===== src/verilog/lsosc_pkg.sv =====
// package of constants for the slow oscillator and system clock select block
`default_nettype none
package lsosc_pkg;
   // crystal low-power select encoding and its power-up value
   localparam logic       XTAL_MODE_QUICK_START = 1'b0;
   localparam logic       XTAL_MODE_LOW_POWER   = 1'b1;
   localparam logic       XTAL_LP_RESET         = XTAL_MODE_QUICK_START;
   // system clock mode power-up values: fast source, no division
   localparam logic       HIGH_LOW_CLOCK_SEL_RESET           = 1'b1;
   localparam logic [2:0] CKS_RESET             = 3'h7;
   // divider codes: 000 and 001 pick the slow source, 010..110 fast/32..fast/2, 111 fast
   localparam logic [2:0] CKS_SLOW_MAX          = 3'h1;
   localparam logic [2:0] CKS_FAST_FULL         = 3'h7;
   // fast-source prescaler width, enough for a divide by 64
   localparam int         PRESCALE_W            = 6;
   // time base divider of the system clock
   localparam logic [1:0] TB_SYS_DIV_LAST       = 2'h3;
   // time base source select encoding
   localparam logic       TB_SRC_XTAL           = 1'b0;
   localparam logic       TB_SRC_SYS_DIV4       = 1'b1;
   // crystal frequency in Hz and default settling count in crystal periods
   localparam int         XTAL_FREQ_HZ          = 32768;
   localparam int         XTAL_STARTUP_TICKS    = 1024;
endpackage : lsosc_pkg
`default_nettype wire


===== src/verilog/lsosc_tick_sync.sv =====
// two-stage synchroniser turning an oscillator pin into a one-cycle rising-edge tick
`default_nettype none
`timescale 1ns/100ps
module lsosc_tick_sync
   import lsosc_pkg::*;
(
   // clock and reset
   input  wire logic clk,
   input  wire logic rst_b,
   // asynchronous oscillator level
   input  wire logic osc_in,
   // one-cycle pulse per rising edge
   output logic      tick
);
   logic meta_reg;   // first stage, read only by the second stage
   logic sync_reg;   // second stage, safe to use
   logic last_reg;   // previous synchronised level for the edge

   // synchroniser chain and edge history
   always_ff @(posedge clk or negedge rst_b) begin
      if (!rst_b) begin
         meta_reg <= 1'b0;
         sync_reg <= 1'b0;
         last_reg <= 1'b0;
      end else begin
         meta_reg <= osc_in;
         sync_reg <= meta_reg;
         last_reg <= sync_reg;
      end
   end

   // rising edge seen on the stable stages only
   assign tick = sync_reg & ~last_reg;
endmodule : lsosc_tick_sync
`default_nettype wire


===== src/verilog/lsosc_clock_select.sv =====
// slow oscillator control, system clock selection and time base clock selection
// Notes on behaviour
// - one bit picks crystal quick-start or low-power
// - that bit clears to quick-start at power-up
// - crystal clock behaves alike in both modes
// - crystal clock unused until start-up delay ends
// - crystal is fixed-frequency time base source
// - slow RC oscillator always on after power-up
// - system clock from fast or slow source
// - time bases use crystal or system/4
`default_nettype none
`timescale 1ns/100ps
module lsosc_clock_select
   import lsosc_pkg::*;
#(
   parameter int STARTUP_TICKS = XTAL_STARTUP_TICKS   // crystal periods to settle
)(
   // clock and reset; clk is the fast source
   input  wire logic       clk,
   input  wire logic       rst_b,
   // oscillator pins, asynchronous
   input  wire logic       xtal_osc_in,
   input  wire logic       slow_rc_osc_in,
   // crystal low-power select write port
   input  wire logic       xtal_lp_wr,
   input  wire logic       xtal_lp_wdata,
   // system clock mode write port
   input  wire logic       sysclk_mode_wr,
   input  wire logic       high_low_clock_sel_wdata,
   input  wire logic [2:0] clock_divider_sel_wdata,
   // time base source selects, one per time base
   input  wire logic       tb0_src_sel,
   input  wire logic       tb1_src_sel,
   // oscillator controls
   output logic            xtal_low_power_sel,
   output logic            int_slow_rc_osc_en,
   // status
   output logic            xtal_ready,
   output logic            high_low_clock_sel,
   output logic [2:0]      clock_divider_sel,
   // clock enables
   output logic            sysclk_en,
   output logic            tb0_clk_en,
   output logic            tb1_clk_en
);
   // counter wide enough to hold the settle count itself
   localparam int CNT_W = $clog2(STARTUP_TICKS + 1);

   logic                  xtal_tick;        // crystal edge pulse
   logic                  slow_tick;        // slow rc edge pulse
   logic                  xtal_lp_reg;      // crystal mode bit
   logic                  rc_en_reg;        // slow rc enable
   logic                  hl_reg;           // requested fast/slow select
   logic [2:0]            cks_reg;          // requested divider code
   logic                  act_hl_reg;       // active fast/slow select
   logic [2:0]            act_cks_reg;      // active divider code
   logic [PRESCALE_W-1:0] pre_reg;          // fast-source prescaler
   logic [PRESCALE_W-1:0] pre_next;
   logic [CNT_W-1:0]      start_reg;        // crystal settle counter
   logic                  ready_reg;        // crystal settled
   logic [1:0]            div4_reg;         // system clock divide by four
   logic                  sys_tick;         // selected system clock pulse
   logic                  sys_slow;         // active choice is slow source
   logic                  fast_tick;        // divided fast pulse
   logic [2:0]            fast_shift;       // divide exponent 5..1
   logic [PRESCALE_W-1:0] fast_mask;        // low prescaler bits to match
   logic                  sys_div4_tick;    // system clock / 4 pulse
   logic                  xtal_good_tick;   // crystal pulse after settling
   logic                  sel_pending;      // a new selection awaits a boundary
   logic                  raw_tick;         // selected source pulse before the switch gap
   logic                  act_full;         // active choice passes every fast cycle
   logic                  skip_reg;         // drop the first new-mode pulse after a switch

   // pin synchronisers
   // both pins are free-running oscillators from outside this clock domain
   lsosc_tick_sync u_xtal_sync (
      .clk    (clk),
      .rst_b  (rst_b),
      .osc_in (xtal_osc_in),
      .tick   (xtal_tick)
   );
   lsosc_tick_sync u_rc_sync (
      .clk    (clk),
      .rst_b  (rst_b),
      .osc_in (slow_rc_osc_in),
      .tick   (slow_tick)
   );

   // crystal mode bit, quick start after reset
   // no guard against low-power before the crystal settles: that order is software's duty
   always_ff @(posedge clk or negedge rst_b) begin
      if (!rst_b) begin
         xtal_lp_reg <= XTAL_LP_RESET;
      end else if (xtal_lp_wr) begin
         xtal_lp_reg <= xtal_lp_wdata;
      end
   end
   // the mode only trims oscillator bias; ticks are used the same either way
   assign xtal_low_power_sel = xtal_lp_reg;

   // slow rc enable: set out of reset and no input can clear it
   // low only inside reset so the enable stays a plain flop; it rises at the first edge
   always_ff @(posedge clk or negedge rst_b) begin
      if (!rst_b) begin
         rc_en_reg <= 1'b0;
      end else begin
         rc_en_reg <= 1'b1;
      end
   end
   assign int_slow_rc_osc_en = rc_en_reg;

   // crystal settle counter, counts real crystal periods from power-up
   // limitation: a pin already high at reset release counts as a first edge, so the
   // settle time may end up to one crystal period early
   always_ff @(posedge clk or negedge rst_b) begin
      if (!rst_b) begin
         start_reg <= '0;
         ready_reg <= 1'b0;
      end else if (!ready_reg && xtal_tick) begin
         if (start_reg == CNT_W'(STARTUP_TICKS - 1)) begin
            ready_reg <= 1'b1;
         end
         start_reg <= start_reg + 1'b1;
      end
   end
   assign xtal_ready = ready_reg;
   // a crystal edge counts only once settled; low-power before this is not guarded (software's duty)
   assign xtal_good_tick = xtal_tick & ready_reg;

   // requested system clock mode
   // readback shows the request at once; the active choice follows at a pulse boundary
   always_ff @(posedge clk or negedge rst_b) begin
      if (!rst_b) begin
         hl_reg  <= HIGH_LOW_CLOCK_SEL_RESET;
         cks_reg <= CKS_RESET;
      end else if (sysclk_mode_wr) begin
         hl_reg  <= high_low_clock_sel_wdata;
         cks_reg <= clock_divider_sel_wdata;
      end
   end
   assign high_low_clock_sel = hl_reg;
   assign clock_divider_sel  = cks_reg;

   // free-running fast prescaler
   // never cleared on a switch, so divided pulses keep a fixed phase and any window
   // of 64 cycles holds the same number of them
   assign pre_next = pre_reg + 1'b1;
   always_ff @(posedge clk or negedge rst_b) begin
      if (!rst_b) begin
         pre_reg <= '0;
      end else begin
         pre_reg <= pre_next;
      end
   end

   // source and divider decode from the active selection
   // codes 000 and 001 use the slow source, 010..110 divide the fast source by
   // 2^(7-code), 111 or a set high/low bit pass every fast cycle
   assign sys_slow   = !act_hl_reg && (act_cks_reg <= CKS_SLOW_MAX);
   assign act_full   = act_hl_reg || (act_cks_reg == CKS_FAST_FULL);
   assign fast_shift = 3'(CKS_FAST_FULL - act_cks_reg);
   assign fast_mask  = PRESCALE_W'((7'h01 << fast_shift) - 7'h01);
   assign fast_tick  = act_full ? 1'b1
                       : ((pre_reg & fast_mask) == fast_mask);
   assign raw_tick   = sys_slow ? slow_tick : fast_tick;
   // the first pulse of a new mode may land right after the last old one, so it is
   // dropped; the undivided fast source needs no gap since every cycle is a pulse there
   assign sys_tick   = raw_tick && (!skip_reg || act_full);

   // new selection takes effect only on a pulse of the old one, so no pulse is cut short
   assign sel_pending = (hl_reg != act_hl_reg) || (cks_reg != act_cks_reg);
   always_ff @(posedge clk or negedge rst_b) begin
      if (!rst_b) begin
         act_hl_reg  <= HIGH_LOW_CLOCK_SEL_RESET;
         act_cks_reg <= CKS_RESET;
      end else if (sel_pending && sys_tick) begin
         act_hl_reg  <= hl_reg;
         act_cks_reg <= cks_reg;
      end
   end

   // switch gap: set with the switch, cleared by the first raw pulse of the new mode
   // trade-off: one period of the new mode is lost on every change except into the undivided fast source, even slow to slow
   always_ff @(posedge clk or negedge rst_b) begin
      if (!rst_b) begin
         skip_reg <= 1'b0;               // reset mode is already active
      end else if (sel_pending && sys_tick) begin
         skip_reg <= 1'b1;
      end else if (raw_tick) begin
         skip_reg <= 1'b0;               // first new pulse swallowed
      end
   end

   // system clock divided by four for the time bases
   // counts system pulses only, so the quarter rate follows any source switch
   always_ff @(posedge clk or negedge rst_b) begin
      if (!rst_b) begin
         div4_reg <= '0;
      end else if (sys_tick) begin
         div4_reg <= div4_reg + 1'b1;
      end
   end
   assign sys_div4_tick = sys_tick && (div4_reg == TB_SYS_DIV_LAST);

   // registered enables
   // every enable leaves through a flop one cycle after its internal pulse, so the
   // quarter-rate time base pulse lines up with the matching sysclk_en
   always_ff @(posedge clk or negedge rst_b) begin
      if (!rst_b) begin
         sysclk_en  <= 1'b0;
         tb0_clk_en <= 1'b0;
         tb1_clk_en <= 1'b0;
      end else begin
         sysclk_en  <= sys_tick;
         tb0_clk_en <= (tb0_src_sel == TB_SRC_SYS_DIV4) ? sys_div4_tick : xtal_good_tick;
         tb1_clk_en <= (tb1_src_sel == TB_SRC_SYS_DIV4) ? sys_div4_tick : xtal_good_tick;
      end
   end
endmodule : lsosc_clock_select
`default_nettype wire


===== config.mk =====
export PLATFORM = sky130hd
export DESIGN_NAME = lsosc_clock_select
export DESIGN_NICKNAME = d
export VERILOG_FILES = /design/src/verilog/lsosc_pkg.sv /design/src/verilog/lsosc_tick_sync.sv /design/src/verilog/lsosc_clock_select.sv
export SDC_FILE = /design/constraint.sdc
export NUM_CORES = 1
export LEC_CHECK = 0
export BUFFER_PORTS_ARGS = -buffer_cell sky130_fd_sc_hd__buf_2
export CAP_MARGIN = 20
export CORE_MARGIN = 8
export CORE_UTILIZATION = 59
export DETAILED_ROUTE_END_ITERATION = 6
export GPL_ROUTABILITY_DRIVEN = 0
export GPL_TIMING_DRIVEN = 1
export PLACE_DENSITY = 0.91
export SYNTH_ARGS = -nofsm -noshare
export SYNTH_HDL_FRONTEND = slang
export SYNTH_SLANG_ARGS = --single-unit

===== constraint.sdc =====
create_clock -name clk -period 4.01 [get_ports clk]
set_input_delay 0.6015 -clock clk [delete_from_list [all_inputs] [get_ports clk]]
set_output_delay 0.6015 -clock clk [all_outputs]
set_load 0.02 [all_outputs]

== Word level (Yosys, flattened, before mapping) ==
Index checks and enable logic that the tools add are counted.
Word-level totals
  word-level logic and storage cells: 58
  bits in registers: 40
  output and inout port bits: 10
  bits of input ports: 13
Operators by class
  $add $sub $neg: 5
  shift operators: 1
  reduce and logical (&&, ||, !) cells: 13
  bitwise operators: 6
  equal/unequal tests: 6
  $lt $le $gt $ge: 1
  multiplexer cells: 6
Operator list (count)
  $add 11x1->11 const B: 1
  $eq 11x10->1 const B: 1
  $add 6x1->6 const B: 1
  $and 6x6->6: 1
  $eq 6x6->1: 1
  $mux 1: 6
  $shl 1x3->6 const A: 1
  $sub 6x1->6 const B: 1
  $logic_and 1x1->1: 5
  $and 1x1->1: 3
  $eq 3x3->1 const B: 1
  $le 3x1->1 const B: 1
  $logic_not 1->1: 3
  $logic_or 1x1->1: 3
  $ne 3x3->1: 1
  $sub 3x3->3 const A: 1
  $add 2x1->2 const B: 1
  $eq 2x2->1 const B: 1
  $not 1->1: 2
  $reduce_and 2->1: 1
  $reduce_bool 2->1: 1
  $ne 1x1->1: 1

== Depth between registers and ports, before layout ==
Gate-level depths: netlist of the first run.
  word-level depth: 10
  mapped depth: 7

== By module ==
A second synthesis of the first run with hierarchy kept.
Second synthesis, totals
  cells, all modules: 122
  area, all modules: 1651.6 um2
Modules (own cells, without submodules)
  lsosc_clock_select: area an instance 1473.9 um2, cells an instance 114, instances 1
  lsosc_tick_sync: area an instance 88.8 um2, cells an instance 4, instances 2

== Least setup slack after synthesis of the first run ==
Ideal clock, no wire load.
  path type: register to register
  start: register act_cks_reg[2]
  end: register div4_reg[1]
  arrival time: 1.513 ns
  setup slack: 2.372 ns
  data required time: 3.885 ns
  cell stages (with the launch flop): 8
  path buffers: 2
  cells stage by stage: dfstp_2 -> buf_6 -> nor4b_2 -> a31oi_1 -> a21oi_1 -> nor2b_1 -> buf_6 -> mux2_4
Between the ends
  longest elaborated chain between the ends: 8
  elaborated cells on any way between the ends: 13
  those cells by class: add/sub: 2; order compare: 1; eq/ne: 2; shift: 1; mux: 2; bitwise: 1; reduce/logical: 4
RTL lines
  start: declaration: RTL line lsosc_clock_select.sv:56  | logic [2:0] act_cks_reg;
  start signal: assignment: RTL line lsosc_clock_select.sv:178  | act_cks_reg <= cks_reg;
  $sub 3x3->3: RTL line lsosc_clock_select.sv:161  | assign fast_shift = 3'(CKS_FAST_FULL - act_cks_reg);
  $shl 1x3->6: RTL line lsosc_clock_select.sv:162  | assign fast_mask = PRESCALE_W'((7'h01 << fast_shift) - 7'h01);
  $sub 6x1->6: RTL line lsosc_clock_select.sv:162
  $and 6x6->6: RTL line lsosc_clock_select.sv:164  | : ((pre_reg & fast_mask) == fast_mask);
  $eq 6x6->1: RTL line lsosc_clock_select.sv:164
  $mux 1: RTL line lsosc_clock_select.sv:163  | assign fast_tick = act_full ? 1'b1
  $mux 1: RTL line lsosc_clock_select.sv:165  | assign raw_tick = sys_slow ? slow_tick : fast_tick;
  $logic_and 1x1->1 (*): RTL line lsosc_clock_select.sv:168  | assign sys_tick = raw_tick && (!skip_reg || act_full);
  end signal: assignment: RTL line lsosc_clock_select.sv:200  | div4_reg <= div4_reg + 1'b1;
  end: declaration: RTL line lsosc_clock_select.sv:61  | logic [1:0] div4_reg;
Mark *: on every way between the ends. The rest lies on a longest branch, timed or not.
A chain may end at the register's enable or synchronous reset.

== Final worst setup path of the first run ==
Same ends and word-level chain as after synthesis.

==> flow_summary.ini, run 1 <==
[outcome]
status = finished, final reports clean

[yosys]
synth_async_sr_flop_share = 1.00
synth_top_area_share = 0.493
synth_common_cells = dfrtp_1 (31), xnor2_1 (10), dfstp_2 (8), mux2_2 (8), xor2_1 (8)
synthSimpleGateAreaFrac = 0.0819
synth_nets = 125
synth_top_area_cell = dfrtp_1
synth_ff_type = dfrtp_1
synth.most_common_cell = dfrtp_1
synth_top_family_by_area = XOR/XNOR gates
synth.yosys.seq_area_share = 0.626
synth_edf_count = 0
netlist_area_um2 = 1570
yosys.area_share.adder = 0.0238
ys_types = 28
ys_warn_count = 0
syn_avg_cell_area_um2 = 14.4
synth_mux_area_frac = 0.0859
ys_ff_latch = 39
synth_xor_area_frac = 0.100
synth_compound_area_frac = 0.0604
synth_area_leaders = dfrtp_1 (49%), dfstp_2 (13%), mux2_2 (5.7%)
synth_cells = 109

[cts]
hold_buffers = 0
cts_max_level = 2
post_cts_buffers = 0
clockBufferDepth = 2
cts_resized = 0
cts_root_buffer = clkbuf_4
numCtsBuffers = 5
cts.sinks = 39
clock_latency_ns = 0.34
cts_tree = done
cts.clk_slew.worst_paths_ns = 0.11

[floorplan]
fp-row-count = 18
core-area_um2 = 2500
dieHeight_um = 67.7
die_area_um2 = 4580
io_pins = 23
start_util = 0.630
die_w_um = 67.7

[final_layout]
n_antenna_cell = 0
largest_register_ffs = 11
nFillCells = 159
syn_to_final_growth_pct = 14.4
nets = 152
drive_gt1_frac = 0.372

[timing]
finalCritPeriodShare = 0.506
holdWs_ns = 0.347
fin_crit_ns = 2.03
finalHoldViolCount = 0
fmax_mhz = 493
rsz0062_at_grt = no
clock_skew_ns = 0.0118
setup_viol = 0
slew_violations = 0
final.setup.tns_ns = 0
maxSlewHeadroom = 0.452
worst_pin_slew_ns = 0.822

[power_and_ir_drop]
swShare = 0.286
netSwitchingPower_w = 0.000341
p_clk_frac = 0.266
combinationalPowerShare = 0.248
intPower_w = 0.000852
vdd_drop_max_uv = 496
p_leak_nw = 0.856
seq_power_share = 0.486
power.density_nw_per_um2 = 662

[setup_path]
r2r_setup_slack_ns = 1.98
end_kind = register
cp.arrival_ns = 2.26
crit_required_ns = 4.24
worstReg2RegEnd = div4_reg[1]
reg2regPathDepth = 5
cp_max_fo = 7
crit_type = register to register
timing.rr.start = act_cks_reg[2]
cp-start-kind = register

[placement]
dp_hpwl_mm = 1.90
portBuffers = 22

[worst_hold_path]
hold_class = primary input to async pin

[flow_run]
cap_violations = 0

[grt]
grt_pass1_vias = 945
grt_max_degree = 40
grt_pass1_wl_mm = 4.45
grt_usage = 0.131
grt_overflow = 0
antenna_found_initial = 0

[drt]
routed_wl_mm = 2.53
first_iter_violations = 57
drc = 0
routed_via_density = 5.26
drtPass1Iterations = 4
final_antenna_net_count = 0
wire_per_inst_um = 15.1
num_vias = 879
[through the flow]
| step | setup WS, ns | power, W | utilization | instance area [um^2] | instances |
|---|---|---|---|---|---|
| final | 1.98 | 0.00119 | 0.720 | 1800 | 167 |
| after global routing | 1.82 | 0.00126 | 0.720 | 1800 | 167 |
| after CTS | 1.97 | 0.00120 | 0.720 | 1800 | 167 |
| after detailed placement | 1.97 | 0.000886 | 0.680 | 1700 | 159 |
| after global placement | 2.11 | 0.000858 | 0.680 | 1700 | 159 |
| after floorplan | 2.37 | 0.000828 | - | 1570 | 109 |
[final cells by class]
type / count / area [um^2] / area share
Clock buffer: 6 / 41.3 / 0.0229
Clock inverter: 2 / 60.1 / 0.0334
Sequential cell: 39 / 986 / 0.548
Timing Repair Buffer: 22 / 110 / 0.0612
Inverter: 2 / 7.51 / 0.00417
Tap cell: 30 / 37.5 / 0.0208
Multi-Input combinational cell: 66 / 558 / 0.310
[worst max-delay path, cell delays in order (launching register included)]
cell and delay [ns]:
dfstp_2 0.62, nor4b_2 0.07, a31oi_1 0.25, a21oi_1 0.11, nor2b_1 0.53, mux2_4 0.35
[cell usage in the layout, fill, tap and decap left out, drive strengths merged, types with 3 or more instances in the layout]
cell     n
a31oi    3
buf     22
clkbuf   6
dfrtp   31
dfstp    8
ha       3
mux2    11
nand2    7
nand3    5
xnor2   10
xor2     8
[power groups by stage]
stage	Sequential [W]	Clock, W	Combinational, W
global route	0.000591	0.000340	0.000331
finish	0.000580	0.000317	0.000295
detailed placement	0.000587	0	0.000298
global placement	0.000578	0	0.000280
CTS	0.000579	0.000324	0.000301
floorplan	0.000579	0	0.000248
[worst max path at each step]
stage	startpoint	endpoint	slack [ns]
2_1_floorplan	act_cks_reg[2]	div4_reg[1]	2.37
3_3_place_gp	act_cks_reg[2]	div4_reg[1]	2.11
3_5_place_dp	act_cks_reg[2]	div4_reg[1]	1.97
4_1_cts	act_cks_reg[2]	div4_reg[1]	1.97
5_1_grt	act_cks_reg[2]	div4_reg[1]	1.82
6_report	act_cks_reg[2]	div4_reg[1]	1.98
[kinds of logic (layout without fill, tap and decap cells)]
logic type / after synthesis / in the layout
mux: 11 / 11
fa+ha+maj: 3 / 3
simple gates: 21 / 21
buf+inv: 4 / 32
flops: 39 / 39
xor+xnor: 18 / 18
compound gates: 12 / 12
other cells: 1 / 1
[metal layers]
metal / wire length [um] / part of all wire / track usage / vias to the layer above
met5: 0 / 0 / 0 / -
met4: 22 / 0.0087 / 0.0522 / 0
met3: 98 / 0.039 / 0.0563 / 3
met2: 1350 / 0.53 / 0.211 / 12
met1: 1060 / 0.42 / 0.151 / 430
li1: - / - / - / 434
(Power assumes the default switching activity.)
==> inputs of run 2 (changes only) <==
CORE_UTILIZATION = 55   (was 59)
PLACE_DENSITY = 0.86   (was 0.91)
clock period = 2.05 ns   (was 4.01 ns; I/O delays follow)
==> run 2 against run 1 <==
Net effect:
- non-clock buffer count grew 1
- cell area decreased by 2.4%
- sequential share of layout area rose by 1.3 points
- setup slack worse by 1.7 ns
- total power up 75%
- routed wire length grew 0.32%
- combinational power grew 100%
==> flow_summary.ini, run 2 (synthesis gave the netlist of run 1 again) <==
[outcome]
status = finished, final reports clean

[grt]
grt_pass1_vias = 982
antenna_found_initial = 0
grt_usage = 0.117
grt_max_degree = 40
grt_pass1_wl_mm = 4.62
grt_overflow = 0

[flow_run]
cap_violations = 0

[final_layout]
utilization = 0.643
mostFrequentLayoutCells = dfrtp_1 (31), buf_2 (22), xnor2_1 (10)
n_antenna_cell = 0
drive_gt1_frac = 0.370
nets = 153
regArea_um2 = 986
final_common_cell = dfrtp_1
finalInstanceArea_um2 = 1760
syn_to_final_growth_pct = 11.7
nFillCells = 198
largest_register_ffs = 11
multiInputGateArea_um2 = 558

[floorplan]
core-area_um2 = 2730
fp-row-count = 19
die_area_um2 = 4830
dieHeight_um = 69.5
io_pins = 23
start_util = 0.576
die_w_um = 69.5

[timing]
finalHoldViolCount = 0
fin_crit_ns = 1.78
rsz0062_at_grt = no
slew_violations = 0
clock_skew_ns = 0.00762
maxSlewHeadroom = 0.459
fmax_mhz = 562
final.setup.tns_ns = 0
worst_pin_slew_ns = 0.811
setup_slack_ns = 0.271
finalCritPeriodShare = 0.868
holdWs_ns = 0.0510
setup_viol = 0

[setup_path]
worstPathCellList = nor4b_2 > a31oi_1 > a21oi_1 > nor2b_1 > buf_4 > mux2_4
end_kind = register
cpPeakStageDelay_ns = 0.62
cp.arrival_ns = 2.01
crit_required_ns = 2.28
crit_type = register to register
slowest_stage = dfstp_2
cp_max_fo = 7
cp-start-kind = register

[placement]
dpl_cell_area_um2 = 1710
dp_slack_ns = 0.297
portBuffers = 22
dp_hpwl_mm = 1.84

[power_and_ir_drop]
swShare = 0.313
seq_power_share = 0.542
combinationalPowerShare = 0.287
intPower_w = 0.00144
p_clk_frac = 0.172
power.density_nw_per_um2 = 1190
vdd_drop_max_uv = 880
netSwitchingPower_w = 0.000654
p_leak_nw = 0.838

[cts]
hold_buffers = 0
post_cts_buffers = 0
cts_root_buffer = clkbuf_4
clockBufferDepth = 2
clock_latency_ns = 0.33
cts.sinks = 39
cts_resized = 0
cts_max_level = 2
cts_tree = done
numCtsBuffers = 5
cts.clk_slew.worst_paths_ns = 0.11

[drt]
routed_wl_mm = 2.54
num_vias = 916
drc = 0
wire_per_inst_um = 15.0
drtPass1Iterations = 4
first_iter_violations = 78
routed_via_density = 5.42
final_antenna_net_count = 0

[worst_hold_path]
hold_class = primary input to async pin
[run 2: metal layers]
| metal | part of all wire | GRT usage |
|---|---|---|
| met1 | 0.43 | 0.140 |
| met2 | 0.50 | 0.184 |
| met3 | 0.047 | 0.0372 |
| met4 | 0.022 | 0.0569 |
| met5 | 0 | 0 |
[run 2: final timing paths]
check                                  endpoint  cells past startpoint                from  slack, ns
hold reg to reg              u_rc_sync.sync_reg                      0  u_rc_sync.meta_reg       0.36
hold / removal                       tb1_clk_en                      1               rst_b       0.05
max in group asynchronous    u_rc_sync.last_reg                      1               rst_b       1.48
setup reg to reg                    div4_reg[1]                      6      act_cks_reg[2]       0.27
setup / recovery                    div4_reg[1]                      6      act_cks_reg[2]       0.27
min in group clk           u_xtal_sync.meta_reg                      1         xtal_osc_in       0.08
[run 2: metrics by stage]
stage | cells | total power [W]
finish | 169 | 0.00209
global route | 169 | 0.00224
CTS | 169 | 0.00212
detailed placement | 161 | 0.00175
global placement | 161 | 0.00170
floorplan | 109 | 0.00162
[run 2: layout make-up]
cell class | count | area share
Tap cell | 31 | 0.0221
Timing Repair Buffer | 23 | 0.0669
Clock buffer | 7 | 0.0256
Sequential cell | 39 | 0.561
Clock inverter | 1 | 0.00285
Inverter | 2 | 0.00427
Multi-Input combinational cell | 66 | 0.317
[run 2: power groups by stage]
stage	sequential, W	clock (W)	combinational, W
finish	0.00113	0.000358	0.000599
CTS	0.00113	0.000375	0.000610
global route	0.00116	0.000407	0.000670
global placement	0.00113	0	0.000573
floorplan	0.00113	0	0.000486
detailed placement	0.00114	0	0.000604
[run 2: worst max-delay path, delay by kind of cell, from the launching register on]
kind,cells,cell delay [ns]
AOI/OAI and AO/OA,2,0.38
muxes,1,0.31
DFF,1,0.62
and+or+nand+nor,2,0.21
buffers and inverters,1,0.17
